### config.mk
export PLATFORM = sky130hd
export DESIGN_NAME = sgd_half_bridge
export DESIGN_NICKNAME = d
export VERILOG_FILES = /design/src/rtl/sgd_pkg.sv /design/src/rtl/sgd_current_sel.sv /design/src/rtl/sgd_fault_latch.sv /design/src/rtl/sgd_half_bridge.sv
export VERILOG_INCLUDE_DIRS = /design/src /design/src/rtl
export SDC_FILE = /design/constraint.sdc
export NUM_CORES = 1
export LEC_CHECK = 0
export BUFFER_PORTS_ARGS = -buffer_cell sky130_fd_sc_hd__buf_2
export CAP_MARGIN = 10
export CORE_MARGIN = 8
export CORE_UTILIZATION = 56
export CTS_CLUSTER_SIZE = 25
export DETAILED_ROUTE_END_ITERATION = 6
export MAX_ROUTING_LAYER = met4
export PLACE_DENSITY = 0.85
export REMOVE_ABC_BUFFERS = 1
export SKIP_CTS_REPAIR_TIMING = 1
export SLEW_MARGIN = 20
export SYNTH_ARGS = -nofsm -noshare
export SYNTH_HDL_FRONTEND = slang
export SYNTH_SLANG_ARGS = --single-unit
### constraint.sdc
create_clock -name clk_sys -period 2.43 [get_ports clk_sys]
set_clock_uncertainty 0.05 [all_clocks]
set_input_delay 0.486 -clock clk_sys [delete_from_list [all_inputs] [get_ports clk_sys]]
set_output_delay 0.486 -clock clk_sys [all_outputs]
set_load 0.01 [all_outputs]
### src/rtl/sgd_map.svh
/*
 holds the timing counts, field widths and reset values of the gate-drive
 sequencer as macros; assumes a 40 MHz clk_sys.
*/
`ifndef SGD_MAP_SVH
`define SGD_MAP_SVH
`define SGD_CLK_NS 25
`define SGD_DISCHARGE_NS 200
`define SGD_DISCHARGE_CYC ((`SGD_DISCHARGE_NS + `SGD_CLK_NS - 1) / `SGD_CLK_NS)
`define SGD_CUR_W 4
`define SGD_HW_LEVELS 7
`define SGD_SPI_LEVELS 16
`define SGD_CUR_HOLD 4'h0
`define SGD_MODE_INDEP 2'h3
`endif

### src/rtl/sgd_pkg.sv
/*
 holds the types of the gate-drive sequencer; no assumptions.
*/
package sgd_pkg;
    typedef enum logic [2:0] {
        SGD_IDLE,
        SGD_WAIT_OFF,
        SGD_DISCHARGE,
        SGD_DEAD,
        SGD_DRIVE
    } sgd_state_e;
endpackage : sgd_pkg

### src/rtl/sgd_current_sel.sv
/*
 maps a gate current setting onto the drive level; the hardware variant's
 seven-level pin code is spread over the same sixteen-step range.
*/
`include "sgd_map.svh"
module sgd_current_sel
(
    // setting
    input wire logic hwVariant,
    input wire logic [3:0] regLevel,
    input wire logic [2:0] pinLevel,
    // result
    output logic [3:0] level
);
    function automatic logic [3:0] spreadPin(input logic [2:0] code);
        logic [2:0] c;
        c = (code > 3'h6) ? 3'h6 : code;
        // seven levels 2.5 apart mapped onto 0..15, ends kept exact
        spreadPin = (c == 3'h6) ? 4'hf : 4'({c, 1'b0} + {1'b0, c[2:1]});
    endfunction : spreadPin

    always_comb
    begin
        level = hwVariant ? spreadPin(pinLevel) : regLevel;
    end
endmodule : sgd_current_sel

### src/rtl/sgd_fault_latch.sv
/*
 sticky fault flags with an active-low indicator; set wins over clear.
*/
module sgd_fault_latch
(
    // clock and reset
    input wire logic clk_sys,
    input wire logic rst,
    // events
    input wire logic gateFaultEv,
    input wire logic uvEv,
    input wire logic clearFault,
    // status
    output logic gateFault,
    output logic supplyUv,
    output logic fault_indicator_n
);
    logic next_gateFault;
    logic next_supplyUv;
    always_comb
    begin
        next_gateFault = gateFaultEv | (gateFault & ~clearFault);
        next_supplyUv = uvEv | (supplyUv & ~clearFault);
    end
    always_ff @(posedge clk_sys or posedge rst)
    begin
        if (rst)
        begin
            gateFault <= 1'b0;
            supplyUv <= 1'b0;
            fault_indicator_n <= 1'b1;
        end
        else
        begin
            gateFault <= next_gateFault;
            supplyUv <= next_supplyUv;
            fault_indicator_n <= ~(next_gateFault | next_supplyUv);
        end
    end
endmodule : sgd_fault_latch

### src/rtl/sgd_half_bridge.sv
/*
 one half-bridge gate-drive sequencer: monitored dead time, optional digital
 dead time, drive window with strong opposite pulldown, hold current after,
 gate fault check and supply undervoltage flags. assumes the gate-source
 comparators and supply monitors are already synchronous to clk_sys.
*/
`include "sgd_map.svh"

// Notes on behaviour
// RQ1 - incoming gate turns on only once outgoing gate-source monitor shows off
// RQ2 - optional digital dead time added after the monitored handshake
// RQ3 - high-to-low with current into bridge waits extra detector discharge
// RQ4 - strong pulldown on opposite gate for the whole drive window
// RQ5 - selected current during drive window, hold current afterwards
// RQ6 - 16 register levels or 7 pin levels over the same range
// RQ7 - gate fault if gate voltage misses threshold when window ends
// RQ8 - one gate-source monitor each for high and low side
// RQ9 - drive window never stretches PWM; new command ends it at once
// RQ10 - controller sets the window longer than the gate charge time
// RQ11 - pump and low-side supply watched for undervoltage continuously
// RQ12 - independent mode: each gate follows its input, no handshake
// RQ13 - gate fault or undervoltage latched and shown on fault_indicator_n
module sgd_half_bridge #(
    parameter int DRIVE_W = 12,
    parameter int DEAD_W = 8
)
(
    // clock and reset
    input wire logic clk_sys,
    input wire logic rst,
    // pwm commands
    input wire logic pwmHigh,
    input wire logic pwmLow,
    input wire logic [1:0] pwmMode,
    // configuration
    input wire logic [DRIVE_W-1:0] gate_drive_timer,
    input wire logic [DEAD_W-1:0] deadCycles,
    input wire logic hwVariant,
    input wire logic [3:0] gate_current_select,
    input wire logic [2:0] currentPin,
    input wire logic clearFault,
    // gate-source monitors and supplies
    input wire logic vgsHighOn,
    input wire logic vgsLowOn,
    input wire logic phaseCurrentIn,
    input wire logic high_side_pump_supply_ok,
    input wire logic low_side_gate_supply_ok,
    // gate drive
    output logic high_gate_out,
    output logic low_gate_out,
    output logic highStrongPd,
    output logic lowStrongPd,
    output logic [3:0] gateCurrent,
    // status
    output logic gateFault,
    output logic supplyUv,
    output logic fault_indicator_n
);
    localparam logic [7:0] DISCH = 8'(`SGD_DISCHARGE_CYC);

    sgd_pkg::sgd_state_e state, next_state;
    logic [1:0] target, next_target;     // {high, low} commanded
    logic [1:0] gates, next_gates;
    logic [DRIVE_W-1:0] timer, next_timer;
    logic [DEAD_W-1:0] dead, next_dead;
    logic [7:0] disch, next_disch;
    logic lastOn, next_lastOn;           // 1 = latest new command has the high gate on
    logic pdHigh, next_pdHigh;
    logic pdLow, next_pdLow;
    logic [3:0] cur, next_cur;
    logic gateFaultEv;
    logic [3:0] selLevel;
    logic [1:0] cmd;
    logic indep;
    logic newCmd;

    sgd_current_sel u_sel
    (
        .hwVariant(hwVariant),
        .regLevel(gate_current_select),
        .pinLevel(currentPin),
        .level(selLevel)
    ); // [RQ6]

    sgd_fault_latch u_flt
    (
        .clk_sys(clk_sys),
        .rst(rst),
        .gateFaultEv(gateFaultEv),
        .uvEv(~high_side_pump_supply_ok | ~low_side_gate_supply_ok), // [RQ11]
        .clearFault(clearFault),
        .gateFault(gateFault),
        .supplyUv(supplyUv),
        .fault_indicator_n(fault_indicator_n)
    ); // [RQ13]

    // a command asking for both gates in handshake mode is taken as both off
    always_comb
    begin
        indep = (pwmMode == `SGD_MODE_INDEP);
        cmd = {pwmHigh, pwmLow};
        if (!indep && pwmHigh && pwmLow)
            cmd = 2'b00;
        newCmd = (cmd != target);
    end

    always_comb
    begin
        next_state = state;
        next_target = cmd;
        next_gates = gates;
        next_timer = timer;
        next_dead = dead;
        next_disch = disch;
        next_lastOn = lastOn;
        next_pdHigh = 1'b0;
        next_pdLow = 1'b0;
        next_cur = `SGD_CUR_HOLD;
        gateFaultEv = 1'b0;
        if (indep)
        begin
            next_gates = cmd; // [RQ12]
            next_state = sgd_pkg::SGD_IDLE;
        end
        else if (newCmd)
        begin
            // a new command ends any window at once [RQ9]
            next_gates = gates & cmd;      // turn-offs act immediately
            next_lastOn = cmd[1];
            next_dead = deadCycles;
            next_disch = (gates[1] && cmd[0] && phaseCurrentIn) ? DISCH : 8'h0;
            next_timer = gate_drive_timer;
            next_state = (cmd == 2'b00 || (gates & cmd) == cmd) ?
                sgd_pkg::SGD_DRIVE : sgd_pkg::SGD_WAIT_OFF;
            next_cur = selLevel; // [RQ5]
            // keep the opposite pulldown from the first switching cycle on
            next_pdHigh = ~cmd[1]; // [RQ4]
            next_pdLow = ~cmd[0];
        end
        else
        begin
            unique case (state)
                sgd_pkg::SGD_IDLE:
                    next_state = state;
                sgd_pkg::SGD_WAIT_OFF:
                begin
                    next_cur = selLevel;
                    next_pdHigh = ~target[1];
                    next_pdLow = ~target[0];
                    // incoming waits for outgoing gate-source off [RQ1] [RQ8]
                    if ((target[0] && !vgsHighOn) || (target[1] && !vgsLowOn))
                        next_state = sgd_pkg::SGD_DISCHARGE;
                end
                sgd_pkg::SGD_DISCHARGE:
                begin
                    next_cur = selLevel;
                    next_pdHigh = ~target[1]; // [RQ4]
                    next_pdLow = ~target[0];
                    if (disch == 8'h0)
                        next_state = sgd_pkg::SGD_DEAD;
                    else
                        next_disch = disch - 8'h1; // [RQ3]
                end
                sgd_pkg::SGD_DEAD:
                begin
                    next_cur = selLevel;
                    next_pdHigh = ~target[1]; // [RQ4]
                    next_pdLow = ~target[0];
                    if (dead == '0)
                    begin
                        next_gates = target;
                        next_timer = gate_drive_timer;
                        next_state = sgd_pkg::SGD_DRIVE;
                    end
                    else
                        next_dead = dead - 1'b1; // [RQ2]
                end
                sgd_pkg::SGD_DRIVE:
                begin
                    next_cur = selLevel; // [RQ5]
                    next_pdHigh = ~target[1]; // [RQ4]
                    next_pdLow = ~target[0];
                    if (timer <= DRIVE_W'(1))
                    begin
                        next_cur = `SGD_CUR_HOLD;
                        next_pdHigh = 1'b0;
                        next_pdLow = 1'b0;
                        next_state = sgd_pkg::SGD_IDLE;
                        // gate must match its command at window end [RQ7]
                        gateFaultEv = (vgsHighOn != target[1]) ||
                            (vgsLowOn != target[0]);
                    end
                    else
                        next_timer = timer - 1'b1;
                end
            endcase
        end
    end

    always_ff @(posedge clk_sys or posedge rst)
    begin
        if (rst)
        begin
            state <= sgd_pkg::SGD_IDLE;
            target <= 2'b00;
            gates <= 2'b00;
            timer <= '0;
            dead <= '0;
            disch <= 8'h0;
            lastOn <= 1'b0;
            pdHigh <= 1'b0;
            pdLow <= 1'b0;
            cur <= `SGD_CUR_HOLD;
        end
        else
        begin
            state <= next_state;
            target <= next_target;
            gates <= next_gates;
            timer <= next_timer;
            dead <= next_dead;
            disch <= next_disch;
            lastOn <= next_lastOn;
            pdHigh <= next_pdHigh;
            pdLow <= next_pdLow;
            cur <= next_cur;
        end
    end

    always_comb
    begin
        high_gate_out = gates[1];
        low_gate_out = gates[0];
        highStrongPd = pdHigh;
        lowStrongPd = pdLow;
        gateCurrent = cur;
    end

    no_shoot_a: assert property (@(posedge clk_sys) disable iff (rst)
        !indep |-> !(high_gate_out && low_gate_out))
        else $error("both gates on in handshake mode"); // [RQ1]
    low_waits_a: assert property (@(posedge clk_sys) disable iff (rst)
        (!indep && $rose(low_gate_out)) |-> !$past(vgsHighOn) ||
        $past(state) == sgd_pkg::SGD_DEAD)
        else $error("low gate on while high still on"); // [RQ1]
    indep_follow_a: assert property (@(posedge clk_sys) disable iff (rst)
        indep |=> (high_gate_out == $past(pwmHigh)) &&
        (low_gate_out == $past(pwmLow)))
        else $error("independent gate not following input"); // [RQ12]
    pd_opposite_a: assert property (@(posedge clk_sys) disable iff (rst)
        highStrongPd |-> !high_gate_out)
        else $error("pulldown on a driven gate"); // [RQ4]
    hold_idle_a: assert property (@(posedge clk_sys) disable iff (rst)
        (state == sgd_pkg::SGD_IDLE && $past(state) == sgd_pkg::SGD_IDLE)
        |-> gateCurrent == `SGD_CUR_HOLD)
        else $error("hold current not used after window"); // [RQ5]
    window_cut_a: assert property (@(posedge clk_sys) disable iff (rst)
        (!indep && newCmd && state == sgd_pkg::SGD_DRIVE) |=>
        timer == $past(gate_drive_timer))
        else $error("new command did not restart window"); // [RQ9]
    uv_flag_a: assert property (@(posedge clk_sys) disable iff (rst)
        !high_side_pump_supply_ok |=> supplyUv && !fault_indicator_n)
        else $error("pump undervoltage not flagged"); // [RQ11]
    fault_flag_a: assert property (@(posedge clk_sys) disable iff (rst)
        gateFaultEv |=> gateFault && !fault_indicator_n)
        else $error("gate fault not latched"); // [RQ7]
    disch_wait_a: assert property (@(posedge clk_sys) disable iff (rst)
        (state == sgd_pkg::SGD_DISCHARGE && disch != 8'h0 && !newCmd) |=>
        state == sgd_pkg::SGD_DISCHARGE)
        else $error("discharge delay skipped"); // [RQ3]
    pd_low_a: assert property (@(posedge clk_sys) disable iff (rst)
        lowStrongPd |-> !low_gate_out)
        else $error("pulldown on a driven low gate"); // [RQ4]
    high_after_dead_a: assert property (@(posedge clk_sys) disable iff (rst)
        (!indep && !$past(indep) && $rose(high_gate_out)) |->
        $past(state) == sgd_pkg::SGD_DEAD)
        else $error("high gate on without handshake"); // [RQ1]
    dead_count_a: assert property (@(posedge clk_sys) disable iff (rst)
        (!indep && !newCmd && state == sgd_pkg::SGD_DEAD && dead != '0) |=>
        state == sgd_pkg::SGD_DEAD)
        else $error("digital dead time cut short"); // [RQ2]
    wait_off_a: assert property (@(posedge clk_sys) disable iff (rst)
        (!indep && !newCmd && state == sgd_pkg::SGD_WAIT_OFF && target[0] &&
        vgsHighOn) |=> !low_gate_out)
        else $error("low gate on before high monitor off"); // [RQ1]
    cur_window_a: assert property (@(posedge clk_sys) disable iff (rst)
        (!indep && !newCmd && state == sgd_pkg::SGD_DRIVE &&
        timer > DRIVE_W'(1)) |=> gateCurrent == $past(selLevel))
        else $error("selected current missing in window"); // [RQ5]
    pd_window_a: assert property (@(posedge clk_sys) disable iff (rst)
        (!indep && !newCmd && state == sgd_pkg::SGD_DRIVE &&
        timer > DRIVE_W'(1) && !target[1]) |=> highStrongPd)
        else $error("pulldown missing in window"); // [RQ4]
    uv_low_a: assert property (@(posedge clk_sys) disable iff (rst)
        !low_side_gate_supply_ok |=> supplyUv)
        else $error("low-side supply undervoltage not flagged"); // [RQ11]
    flt_clear_a: assert property (@(posedge clk_sys) disable iff (rst)
        (clearFault && !gateFaultEv) |=> !gateFault)
        else $error("gate fault not cleared"); // [RQ13]
    indicator_a: assert property (@(posedge clk_sys) disable iff (rst)
        (gateFault || supplyUv) |-> !fault_indicator_n)
        else $error("fault indicator high with a flag set"); // [RQ13]
endmodule : sgd_half_bridge

# Yosys cells after proc, flatten, opt, wreduce, memory -nomap -nowiden
# Cells that the tools add are included.
[op_classes]
bitwise_logic = 16
n_reduce_logical = 27
add_sub_neg = 4
eq_ne = 19
n_lt_le_gt_ge = 2
n_mux = 43
[op_table]
columns = ["op", "n"]
rows = [
  ["8-bit two-way mux", 6],
  ["12-bit two-way mux", 3],
  ["3-bit two-way mux", 8],
  ["4-bit two-way mux", 6],
  ["12-bit one-hot mux with 2 select lines", 1],
  ["8-bit logical NOT", 2],
  ["4-bit inequality test, second input constant", 4],
  ["8-bit by 1-bit subtractor with 8-bit output, second input constant", 2],
  ["12-bit by 1-bit less-or-equal comparator with 1-bit output, second input constant", 1],
  ["3-bit one-hot mux with 4 select lines", 1],
  ["12-bit by 1-bit subtractor with 12-bit output, second input constant", 1],
  ["1-bit two-way mux", 10],
  ["2-bit two-way mux", 5],
  ["3-bit inequality test, second input constant", 3],
  ["1-bit NOT", 9],
  ["3-bit nonzero test", 3],
  ["4-bit one-hot mux with 2 select lines", 1],
  ["3-bit by 2-bit equality test with 1-bit output, second input constant", 2],
  ["3-bit equality test, second input constant", 2],
  ["1-bit logical AND", 6],
  ["3-bit AND reduction", 2],
  ["5-bit AND reduction", 1],
  ["4-bit by 2-bit adder with 4-bit output", 1],
  ["2-bit inequality test, second input constant", 2],
  ["other kinds (18)", 29],
]
[word_totals]
word_cells = 123
output_inout_bits = 11
reg_bits = 44
inputBits = 40

# Longest topological paths before layout
# Gate-level depths: netlist of the first run.
[depth]
ltp_word = 11
mapped_depth = 8

# By module
# Synthesis of the first run repeated with hierarchy kept, for this count alone.
[hier_totals]
cells_unflattened = 313
area_unflattened_um2 = 2756.4
[modules_own_cells]
columns = ["mod", "instances", "cells_each", "seq_area_each_um2", "area_each_um2"]
rows = [
  ["sgd_half_bridge", 1, 294, 1026.0, 2556.2],
  ["sgd_fault_latch", 1, 9, 76.3, 118.9],
  ["sgd_current_sel", 1, 10, 0.0, 81.3],
]

# Worst setup path after synthesis of the first run
# OpenSTA, ideal clock, no wires.
[synth_path]
path_type = "register to register"
start = "reg timer[0]"
end = "reg timer[10]"
path_buffers = 0
stages_incl_launch_ff = 8
required_ns = 2.302
path_slack_ns = 0.313
synth_period_minus_slack_ns = 2.117
arrival_time_ns = 1.989
cell_sequence = "dfrtp_1 -> inv_1 -> ha_1 -> or3b_1 -> or4b_4 -> nor4_1 -> mux2i_1 -> o2bb2ai_1"
[synth_via]
elab_chain_len = 4
[synth_lines]
columns = ["item", "line", "text"]
rows = [
  ["start, declared", "sgd_half_bridge.sv:64", "logic [DRIVE_W-1:0] timer, next_timer;"],
  ["start signal, assigned", "sgd_half_bridge.sv:220", "timer <= next_timer;"],
  ["12-bit by 1-bit subtractor with 12-bit output", "sgd_half_bridge.sv:194", "next_timer = timer - 1'b1;"],
  ["12-bit two-way mux", "sgd_half_bridge.sv:183", "if (timer <= DRIVE_W'(1))"],
  ["12-bit one-hot mux with 2 select lines", "sgd_half_bridge.sv:142", "unique case (state)"],
  ["12-bit two-way mux", "sgd_half_bridge.sv:125", "else if (newCmd)"],
]
# Several ways; a longest one is shown, not always the timed one. The select of a mux whose other input is x is not followed.
# A chain may end at the register's enable or synchronous reset.

# Worst setup path in the final report of the first run
# Ends and elaborated chain as after synthesis.

==> impl_metrics.py, run 1 <==
metrics = {
    "sta": {
        "slew_headroom": 0.404,
        "slew_viol_final": 0,
        "tns_ps": 0,
        "period_share": 0.945,
        "min_period_ps": 2300,
        "setup_violations": 0,
        "fmax_ghz": 0.436,
        "hold_viol": 0,
        "tightest_slew_ps": 891,
        "rsz0062_at_grt": "false",
    },
    "clock_network": {
        "clock_path_buffers": 2,
        "htree_levels": 2,
        "clk_pin_slew_ps": 90,
        "cts_tree": "built",
        "numCtsBuffers": 5,
        "cts_root_buf": "clkbuf_8",
        "clk_latency_ps": 300,
        "cts.sinks": 44,
    },
    "power_and_ir_drop": {
        "leakagePower_nw": 1.50,
        "power.total_w": 0.00237,
        "peakVddDrop_v": 0.000400,
        "powerDensity_mw_per_mm2": 711,
    },
    "cells_and_area": {
        "finish.net_count": 404,
        "antennaDiodeCount": 0,
        "area_growth_pct": 15.7,
        "fillers": 392,
        "drive_gt1_frac": 0.263,
    },
    "synth": {
        "synth.avg_cell_area_um2": 9.53,
        "synth_common_cells": "dfrtp_1 (43), a21oi_1 (23), inv_1 (18), nor2_1 (18)",
        "async_reset_ff_frac": 1.00,
        "synth_cells": 303,
        "yosys.area.top_type_share": 0.373,
        "syn_area_mm2": 0.00289,
        "synthSimpleGateAreaFrac": 0.182,
        "synth_fa_ha_area_frac": 0.0303,
        "yosysSeqAreaShare": 0.382,
        "synth_compound_area_frac": 0.278,
        "yosysTopAreaCell": "dfrtp_1",
        "synth_ff_type": "dfrtp_1",
        "ys_top_cells_by_area": "dfrtp_1 (37%), mux2i_1 (5.5%), o2bb2ai_1 (4.2%)",
        "yosysMostFrequentCell": "dfrtp_1",
        "yosysWarnings": 0,
        "ys_ff_latch": 44,
        "synth-xor-area-share": 0.00910,
        "synth_edf_count": 0,
        "synth_top_family_by_area": "compound AO/OA/AOI/OAI gates",
        "yosys.cell_types.count": 68,
        "synthMuxAreaShare": 0.0555,
    },
    "floorplanning": {
        "design.core.area_mm2": 0.00504,
        "dieArea_mm2": 0.00771,
        "start_util": 0.572,
        "die-width_um": 87.8,
        "io_pins": 51,
        "rows": 26,
        "die_h_um": 87.8,
    },
    "global_route": {
        "grt_use_total": 0.193,
        "antenna_found_initial": 0,
        "grt_pass1_vias": 2615,
        "grt_pass1_wl_um": 11700,
        "overflow": 0,
        "grt_max_degree": 45,
    },
    "critical_path": {
        "critPathBufInv": 1,
        "path_delay_family": "simple AND/OR/NAND/NOR gates",
        "worstSetupPathType": "register to register",
        "cp.required_ps": 2550,
        "cpMaxStageDelayCell": "or4b_4",
        "crit_arrival_ps": 2420,
        "cp-end-kind": "register",
        "worst_path_largest_cell_delay_ps": 580,
        "worstSetupStartpointType": "register",
        "crit_fanout": 5,
        "worstPathCellList": "inv_1 -> ha_2 -> or3b_1 -> or4b_4 -> nor3_1 -> o22ai_1 -> o2bb2ai_1",
    },
    "placement": {
        "place_hpwl_um": 5060,
        "portBuffers": 50,
        "place.gp.congestion": 0.884,
    },
    "status": {
        "outcome": "complete, no violations",
    },
    "routing": {
        "drtIter0Drc": 184,
        "wirelength_um": 6920,
        "wl_per_cell_um": 16.2,
        "drtAntennaViolNets": 0,
        "vias_per_cell": 6.09,
        "num_vias": 2605,
        "firstDrtPassIters": 4,
        "route.detailed.drc": 0,
    },
    "min_path": {
        "min_path_type": "input port to asynchronous set/reset pin",
    },
    "run": {
        "cap_violations": 0,
    },
}
flip-flops by register name (all words and copies together), names as in the netlist:
name / flops
lowStrongPd: 1
target: 2
gateCurrent: 4
u_flt.fault_indicator_n: 1
u_flt.supplyUv: 1
timer: 12
dead: 8
highStrongPd: 1
gates: 2
state: 3
disch: 8
u_flt.gateFault: 1
cell usage in the layout, fill, tap and decap left out, types with 2 or more instances in the layout:
| cell | count |
|---|---|
| or3_1 | 6 |
| a211oi_1 | 3 |
| a21oi_1 | 23 |
| dfrtp_1 | 43 |
| a2bb2oi_1 | 5 |
| o31ai_1 | 8 |
| xor2_1 | 3 |
| a211o_1 | 3 |
| nand2b_1 | 2 |
| nor3_1 | 16 |
| nor4_1 | 5 |
| or3b_1 | 2 |
| o22ai_1 | 8 |
| nand2_1 | 9 |
| and2_1 | 2 |
| buf_4 | 15 |
| or4_1 | 6 |
| mux2i_1 | 16 |
| o21ai_0 | 8 |
| o211ai_1 | 3 |
| nor2_2 | 2 |
| o2bb2ai_1 | 14 |
| buf_2 | 50 |
| a31oi_1 | 3 |
| nand3_1 | 7 |
| clkbuf_8 | 5 |
| a22o_1 | 2 |
| nor3b_1 | 2 |
| o21ai_1 | 4 |
| ha_1 | 6 |
| inv_1 | 18 |
| nand3b_1 | 2 |
| a32oi_1 | 2 |
| nor2_1 | 18 |
report_power, final:
group / switching (W) / internal [W] / total, W
Clock: 0.000261 / 0.000305 / 0.000566
Sequential: 0.000170 / 0.000876 / 0.00105
Combinational: 0.000414 / 0.000349 / 0.000763
Total: 0.000844 / 0.00153 / 0.00237
per-layer routing:
metal | wire [um] | vias to the layer above | share of wire | global-route usage
met5 | 0 | - | 0 | -
met4 | 64 | 0 | 0.0092 | 0.0672
met3 | 339 | 8 | 0.049 | 0.0422
met2 | 3320 | 83 | 0.48 | 0.302
met1 | 3200 | 1257 | 0.46 | 0.239
li1 | - | 1257 | - | -
area by class of cell:
cell class              count  area (um^2)  area share
multi-input cells         223         1610       0.483
flip-flops and latches     44         1100       0.330
repair buffers             65          363       0.109
well taps                  70         87.6      0.0262
clock buffers               6         72.6      0.0217
inverters                  18         67.6      0.0202
clock inverters             2         35.0      0.0105
worst min-delay path: cells and delay by family:
kind	cells	cell delay (ps)
buffers and inverters	3	620
stage by stage:
step / instance area (um^2) / hold slack [ps] / util / worst slack [ps] / cells
detailed placement: 3220 / 457 / 0.639 / 24.9 / 420
global route: 3340 / 342 / 0.662 / 10.6 / 428
global placement: 3220 / 440 / 0.639 / 83.7 / 420
CTS: 3330 / 294 / 0.661 / 43.6 / 428
finish: 3340 / 282 / 0.662 / 134 / 428
floorplan: 2770 / 421 / - / 269 / 285
cell families after synthesis:
logic type | Yosys count
AND/OR/NAND/NOR | 90
buffers and inverters | 36
multiplexers | 16
XOR/XNOR | 3
AO/OA/AOI/OAI | 107
flip-flops | 44
adder cells (fa/ha/maj) | 7
path summary, 6_finish.rpt:
| kind | from | endpoint | slack (ps) | cells after the start |
|---|---|---|---|---|
| max in group asynchronous | rst | dead[5] | 1670 | 3 |
| worst min-delay path | rst | u_flt.supplyUv | 280 | 3 |
| worst max register to register | timer[0] | timer[10] | 130 | 7 |
| worst max-delay path | timer[0] | timer[10] | 130 | 7 |
| min in group clk_sys | clearFault | u_flt.gateFault | 360 | 2 |
| worst min register to register | disch[0] | disch[0] | 470 | 1 |
No activity file was read; power rests on OpenSTA's default activity.
==> inputs of run 2 (changes only) <==
--- a/config.mk
+++ b/config.mk
@@ -14,6 +14,7 @@
 export DETAILED_ROUTE_END_ITERATION = 6
 export MAX_ROUTING_LAYER = met4
 export PLACE_DENSITY = 0.85
+export RECOVER_POWER = 100
 export REMOVE_ABC_BUFFERS = 1
 export SKIP_CTS_REPAIR_TIMING = 1
 export SLEW_MARGIN = 20
==> impl_metrics.py, run 2 (synthesized netlist as in run 1, its figures left out) <==
metrics = {
    "status": {
        "outcome": "complete, no violations",
    },
    "clock_network": {
        "clk_latency_ps": 310,
        "cts_root_buf": "clkbuf_8",
        "cts_tree": "built",
        "clock_path_buffers": 2,
        "clk_pin_slew_ps": 90,
        "numCtsBuffers": 5,
        "htree_levels": 2,
        "cts.sinks": 44,
    },
    "critical_path": {
        "worstSetupPathType": "register to register",
        "crit_fanout": 5,
        "crit_arrival_ps": 2420,
        "worstSetupStartpointType": "register",
        "cp-end-kind": "register",
        "cp.required_ps": 2550,
    },
    "floorplanning": {
        "die-width_um": 87.8,
        "die_h_um": 87.8,
        "dieArea_mm2": 0.00771,
        "io_pins": 51,
        "rows": 26,
        "design.core.area_mm2": 0.00504,
        "start_util": 0.572,
    },
    "sta": {
        "tightest_slew_ps": 1070,
        "slew_viol_final": 0,
        "period_share": 0.944,
        "setup_violations": 0,
        "min_period_ps": 2290,
        "slew_headroom": 0.284,
        "fmax_ghz": 0.436,
        "tns_ps": 0,
        "setup_ws_ps": 136,
        "rsz0062_at_grt": "false",
        "hold_viol": 0,
    },
    "global_route": {
        "grt_pass1_wl_um": 11700,
        "overflow": 0,
        "grt_pass1_vias": 2615,
        "grt_max_degree": 45,
        "grt_use_total": 0.193,
        "antenna_found_initial": 0,
    },
    "cells_and_area": {
        "finish.net_count": 404,
        "antennaDiodeCount": 0,
        "multi_input_area_mm2": 0.00160,
        "largest_reg_flops": 12,
        "drive_gt1_frac": 0.221,
        "mostFrequentLayoutCells": "dfrtp_1 (43), buf_2 (39), a21oi_1 (23), inv_1 (18), nor2_1 (18)",
        "fillers": 405,
        "layout_commonest_cell": "dfrtp_1",
        "area_growth_pct": 14.5,
        "largest-register": "timer",
        "top_regs": "timer: 12 flops, dead: 8 flops, disch: 8 flops",
        "final_util": 0.656,
        "seq_area_mm2": 0.00110,
    },
    "routing": {
        "drtIter0Drc": 186,
        "firstDrtPassIters": 4,
        "drtAntennaViolNets": 0,
        "num_vias": 2623,
        "wirelength_um": 6890,
        "vias_per_cell": 6.13,
        "route.detailed.drc": 0,
        "wl_per_cell_um": 16.1,
    },
    "run": {
        "cap_violations": 0,
    },
    "placement": {
        "place.gp.congestion": 0.884,
        "dp_worst_setup_slack_ps": 24.9,
        "portBuffers": 50,
        "place_hpwl_um": 5060,
    },
    "min_path": {
        "min_path_type": "input port to register",
    },
    "power_and_ir_drop": {
        "leakagePower_nw": 1.45,
        "powerDensity_mw_per_mm2": 713,
        "peakVddDrop_v": 0.000397,
        "power.total_w": 0.00236,
    },
}
-- run 2: routing by layer --
layer / share of wire / GRT usage / up-vias
met1: 0.45 / 0.239 / 1261
li1: - / - / 1265
met5: 0 / - / -
met2: 0.48 / 0.302 / 89
met4: 0.0096 / 0.0672 / 0
met3: 0.057 / 0.0422 / 8
-- run 2: where the power goes --
group / internal (W) / switching (W) / total (W)
combinational: 0.000335 / 0.000411 / 0.000746
clock: 0.000305 / 0.000261 / 0.000567
sequential: 0.000876 / 0.000168 / 0.00104
total: 0.00152 / 0.000840 / 0.00236
-- run 2: per-stage QoR --
step | std cells | instance area, um^2 | hold WS, ps
after CTS | 428 | 3330 | 294
after global placement | 420 | 3220 | 440
final | 428 | 3310 | 357
after global routing | 428 | 3310 | 356
after detailed placement | 420 | 3220 | 457
after floorplan | 285 | 2770 | 421
-- run 2: final timing paths --
path	startpoint	to	slack, ps	cells after the start
max in group asynchronous	rst	disch[3]	1190	3
min in group asynchronous	rst	gateCurrent[0]	470	3
max	timer[0]	timer[10]	140	7
min	clearFault	u_flt.gateFault	360	2
min reg2reg	disch[0]	disch[0]	470	1
max reg2reg	timer[0]	timer[10]	140	7
-- run 2: critical path: stages, from the launching register on --
cell and delay (ps):
dfrtp_1 420, inv_1 100, ha_2 230, or3b_1 420, or4b_4 580, nor3_1 160
o22ai_1 90, o2bb2ai_1 120
-- run 2: final cells by class --
| cell class | count | area share |
|---|---|---|
| Clock buffer | 6 | 0.0220 |
| Multi-Input combinational cell | 223 | 0.483 |
| Inverter | 18 | 0.0204 |
| Timing Repair Buffer | 65 | 0.104 |
| Tap cell | 70 | 0.0265 |
| Clock inverter | 2 | 0.0106 |
| Sequential cell | 44 | 0.333 |
==> inputs of run 3 (changes only) <==
--- a/config.mk
+++ b/config.mk
@@ -8,7 +8,6 @@
 export LEC_CHECK = 0
 export BUFFER_PORTS_ARGS = -buffer_cell sky130_fd_sc_hd__buf_2
 export CAP_MARGIN = 10
-export CORE_MARGIN = 8
 export CORE_UTILIZATION = 56
 export CTS_CLUSTER_SIZE = 25
 export DETAILED_ROUTE_END_ITERATION = 6
==> impl_metrics.py, run 3 (synthesized netlist as in run 1, its figures left out) <==
metrics = {
    "status": {
        "outcome": "complete, no violations",
    },
    "cells_and_area": {
        "stdcell_area_mm2": 0.00325,
        "area_growth_pct": 12.7,
        "layout_commonest_cell": "dfrtp_1",
        "antennaDiodeCount": 0,
        "finish.net_count": 401,
        "top_regs": "timer: 12 flops, dead: 8 flops, disch: 8 flops",
        "largest-register": "timer",
        "drive_gt1_frac": 0.208,
        "mostFrequentLayoutCells": "dfrtp_1 (43), buf_2 (38), a21oi_1 (23), nor2_1 (18), inv_1 (17)",
        "largest_reg_flops": 12,
    },
    "routing": {
        "route.detailed.drc": 0,
        "num_vias": 2654,
        "wirelength_um": 6700,
        "drtIter0Drc": 275,
        "drtAntennaViolNets": 0,
        "wl_per_cell_um": 15.9,
        "firstDrtPassIters": 6,
        "vias_per_cell": 6.29,
    },
    "global_route": {
        "grt_pass1_wl_um": 11100,
        "grt_max_degree": 27,
        "overflow": 0,
        "grt_use_total": 0.274,
        "antenna_found_initial": 0,
        "grt_pass1_vias": 2468,
    },
    "power_and_ir_drop": {
        "leakagePower_nw": 1.42,
        "powerDensity_mw_per_mm2": 700,
        "power.total_w": 0.00227,
        "peakVddDrop_v": 0.000339,
    },
    "floorplanning": {
        "rows": 25,
        "design.core.area_mm2": 0.00485,
        "io_pins": 51,
        "start_util": 0.595,
        "dieArea_mm2": 0.00545,
        "die_h_um": 73.8,
        "die-width_um": 73.8,
    },
    "sta": {
        "slew_headroom": 0.0279,
        "rsz0062_at_grt": "false",
        "tightest_slew_ps": 1460,
        "hold_viol": 0,
        "fmax_ghz": 0.426,
        "period_share": 0.967,
        "setup_violations": 0,
        "min_period_ps": 2350,
        "tns_ps": 0,
        "slew_viol_final": 0,
    },
    "critical_path": {
        "r2r_setup_slack_ps": 80,
        "crit_arrival_ps": 2500,
        "worstSetupStartpointType": "register",
        "worstSetupPathType": "register to register",
        "cp-end-kind": "register",
        "cp.required_ps": 2580,
        "crit_fanout": 13,
    },
    "clock_network": {
        "clk_pin_slew_ps": 80,
        "numCtsBuffers": 5,
        "clk_latency_ps": 300,
        "cts.sinks": 44,
        "cts_root_buf": "clkbuf_8",
        "clock_path_buffers": 2,
        "htree_levels": 2,
        "cts_tree": "built",
    },
    "placement": {
        "place_area_mm2": 0.00321,
        "portBuffers": 50,
        "place_hpwl_um": 4890,
        "place.gp.congestion": 0.883,
    },
    "min_path": {
        "min_path_type": "input port to asynchronous set/reset pin",
    },
    "run": {
        "cap_violations": 0,
    },
}
run 3: worst max-delay path, cell delays in order, from the launching register on:
cell	delay, ps
dfrtp_1	490
or3b_1	440
o32a_2	290
nand2_1	470
o21ai_0	280
o22a_1	210
run 3: cell type report:
cell class              count  area, um^2
repair buffers             62         318
inverters                  18        67.6
multi-input cells         223        1590
flip-flops and latches     44        1100
clock buffers               6        82.6
well taps                  67        83.8
clock inverters             2        10.0
fillers                   398        1600
run 3: power by group:
group / internal [W] / total, W / switching (W)
Combinational: 0.000334 / 0.000737 / 0.000404
Sequential: 0.000876 / 0.00106 / 0.000181
Clock: 0.000227 / 0.000480 / 0.000253
run 3: layer usage:
layer | wire [um] | vias to the layer above | share of wire | GRT usage
li1 | - | 1262 | - | -
met1 | 2920 | 1271 | 0.44 | 0.339
met2 | 3310 | 108 | 0.49 | 0.456
met3 | 382 | 13 | 0.057 | 0.0549
met4 | 87 | 0 | 0.013 | 0.0748
met5 | 0 | - | 0 | -
run 3: final timing paths:
kind | depth (start not counted) | to | from
max | 5 | disch[3] | target[1]
min reg2reg | 1 | disch[0] | disch[0]
max in group asynchronous | 3 | dead[3] | rst
min | 2 | disch[7] | rst
min in group clk_sys | 2 | u_flt.supplyUv | low_side_gate_supply_ok
max reg2reg | 5 | disch[3] | target[1]
run 3: stage by stage:
step / std cells / hold slack, ps / setup WS [ps] / utilization
floorplan: 285 / 421 / 269 / -
global placement: 414 / 452 / 231 / 0.662
detailed placement: 414 / 460 / 183 / 0.662
CTS: 422 / 181 / 162 / 0.681
global route: 422 / 181 / 31.6 / 0.671
finish: 422 / 142 / 80.7 / 0.671
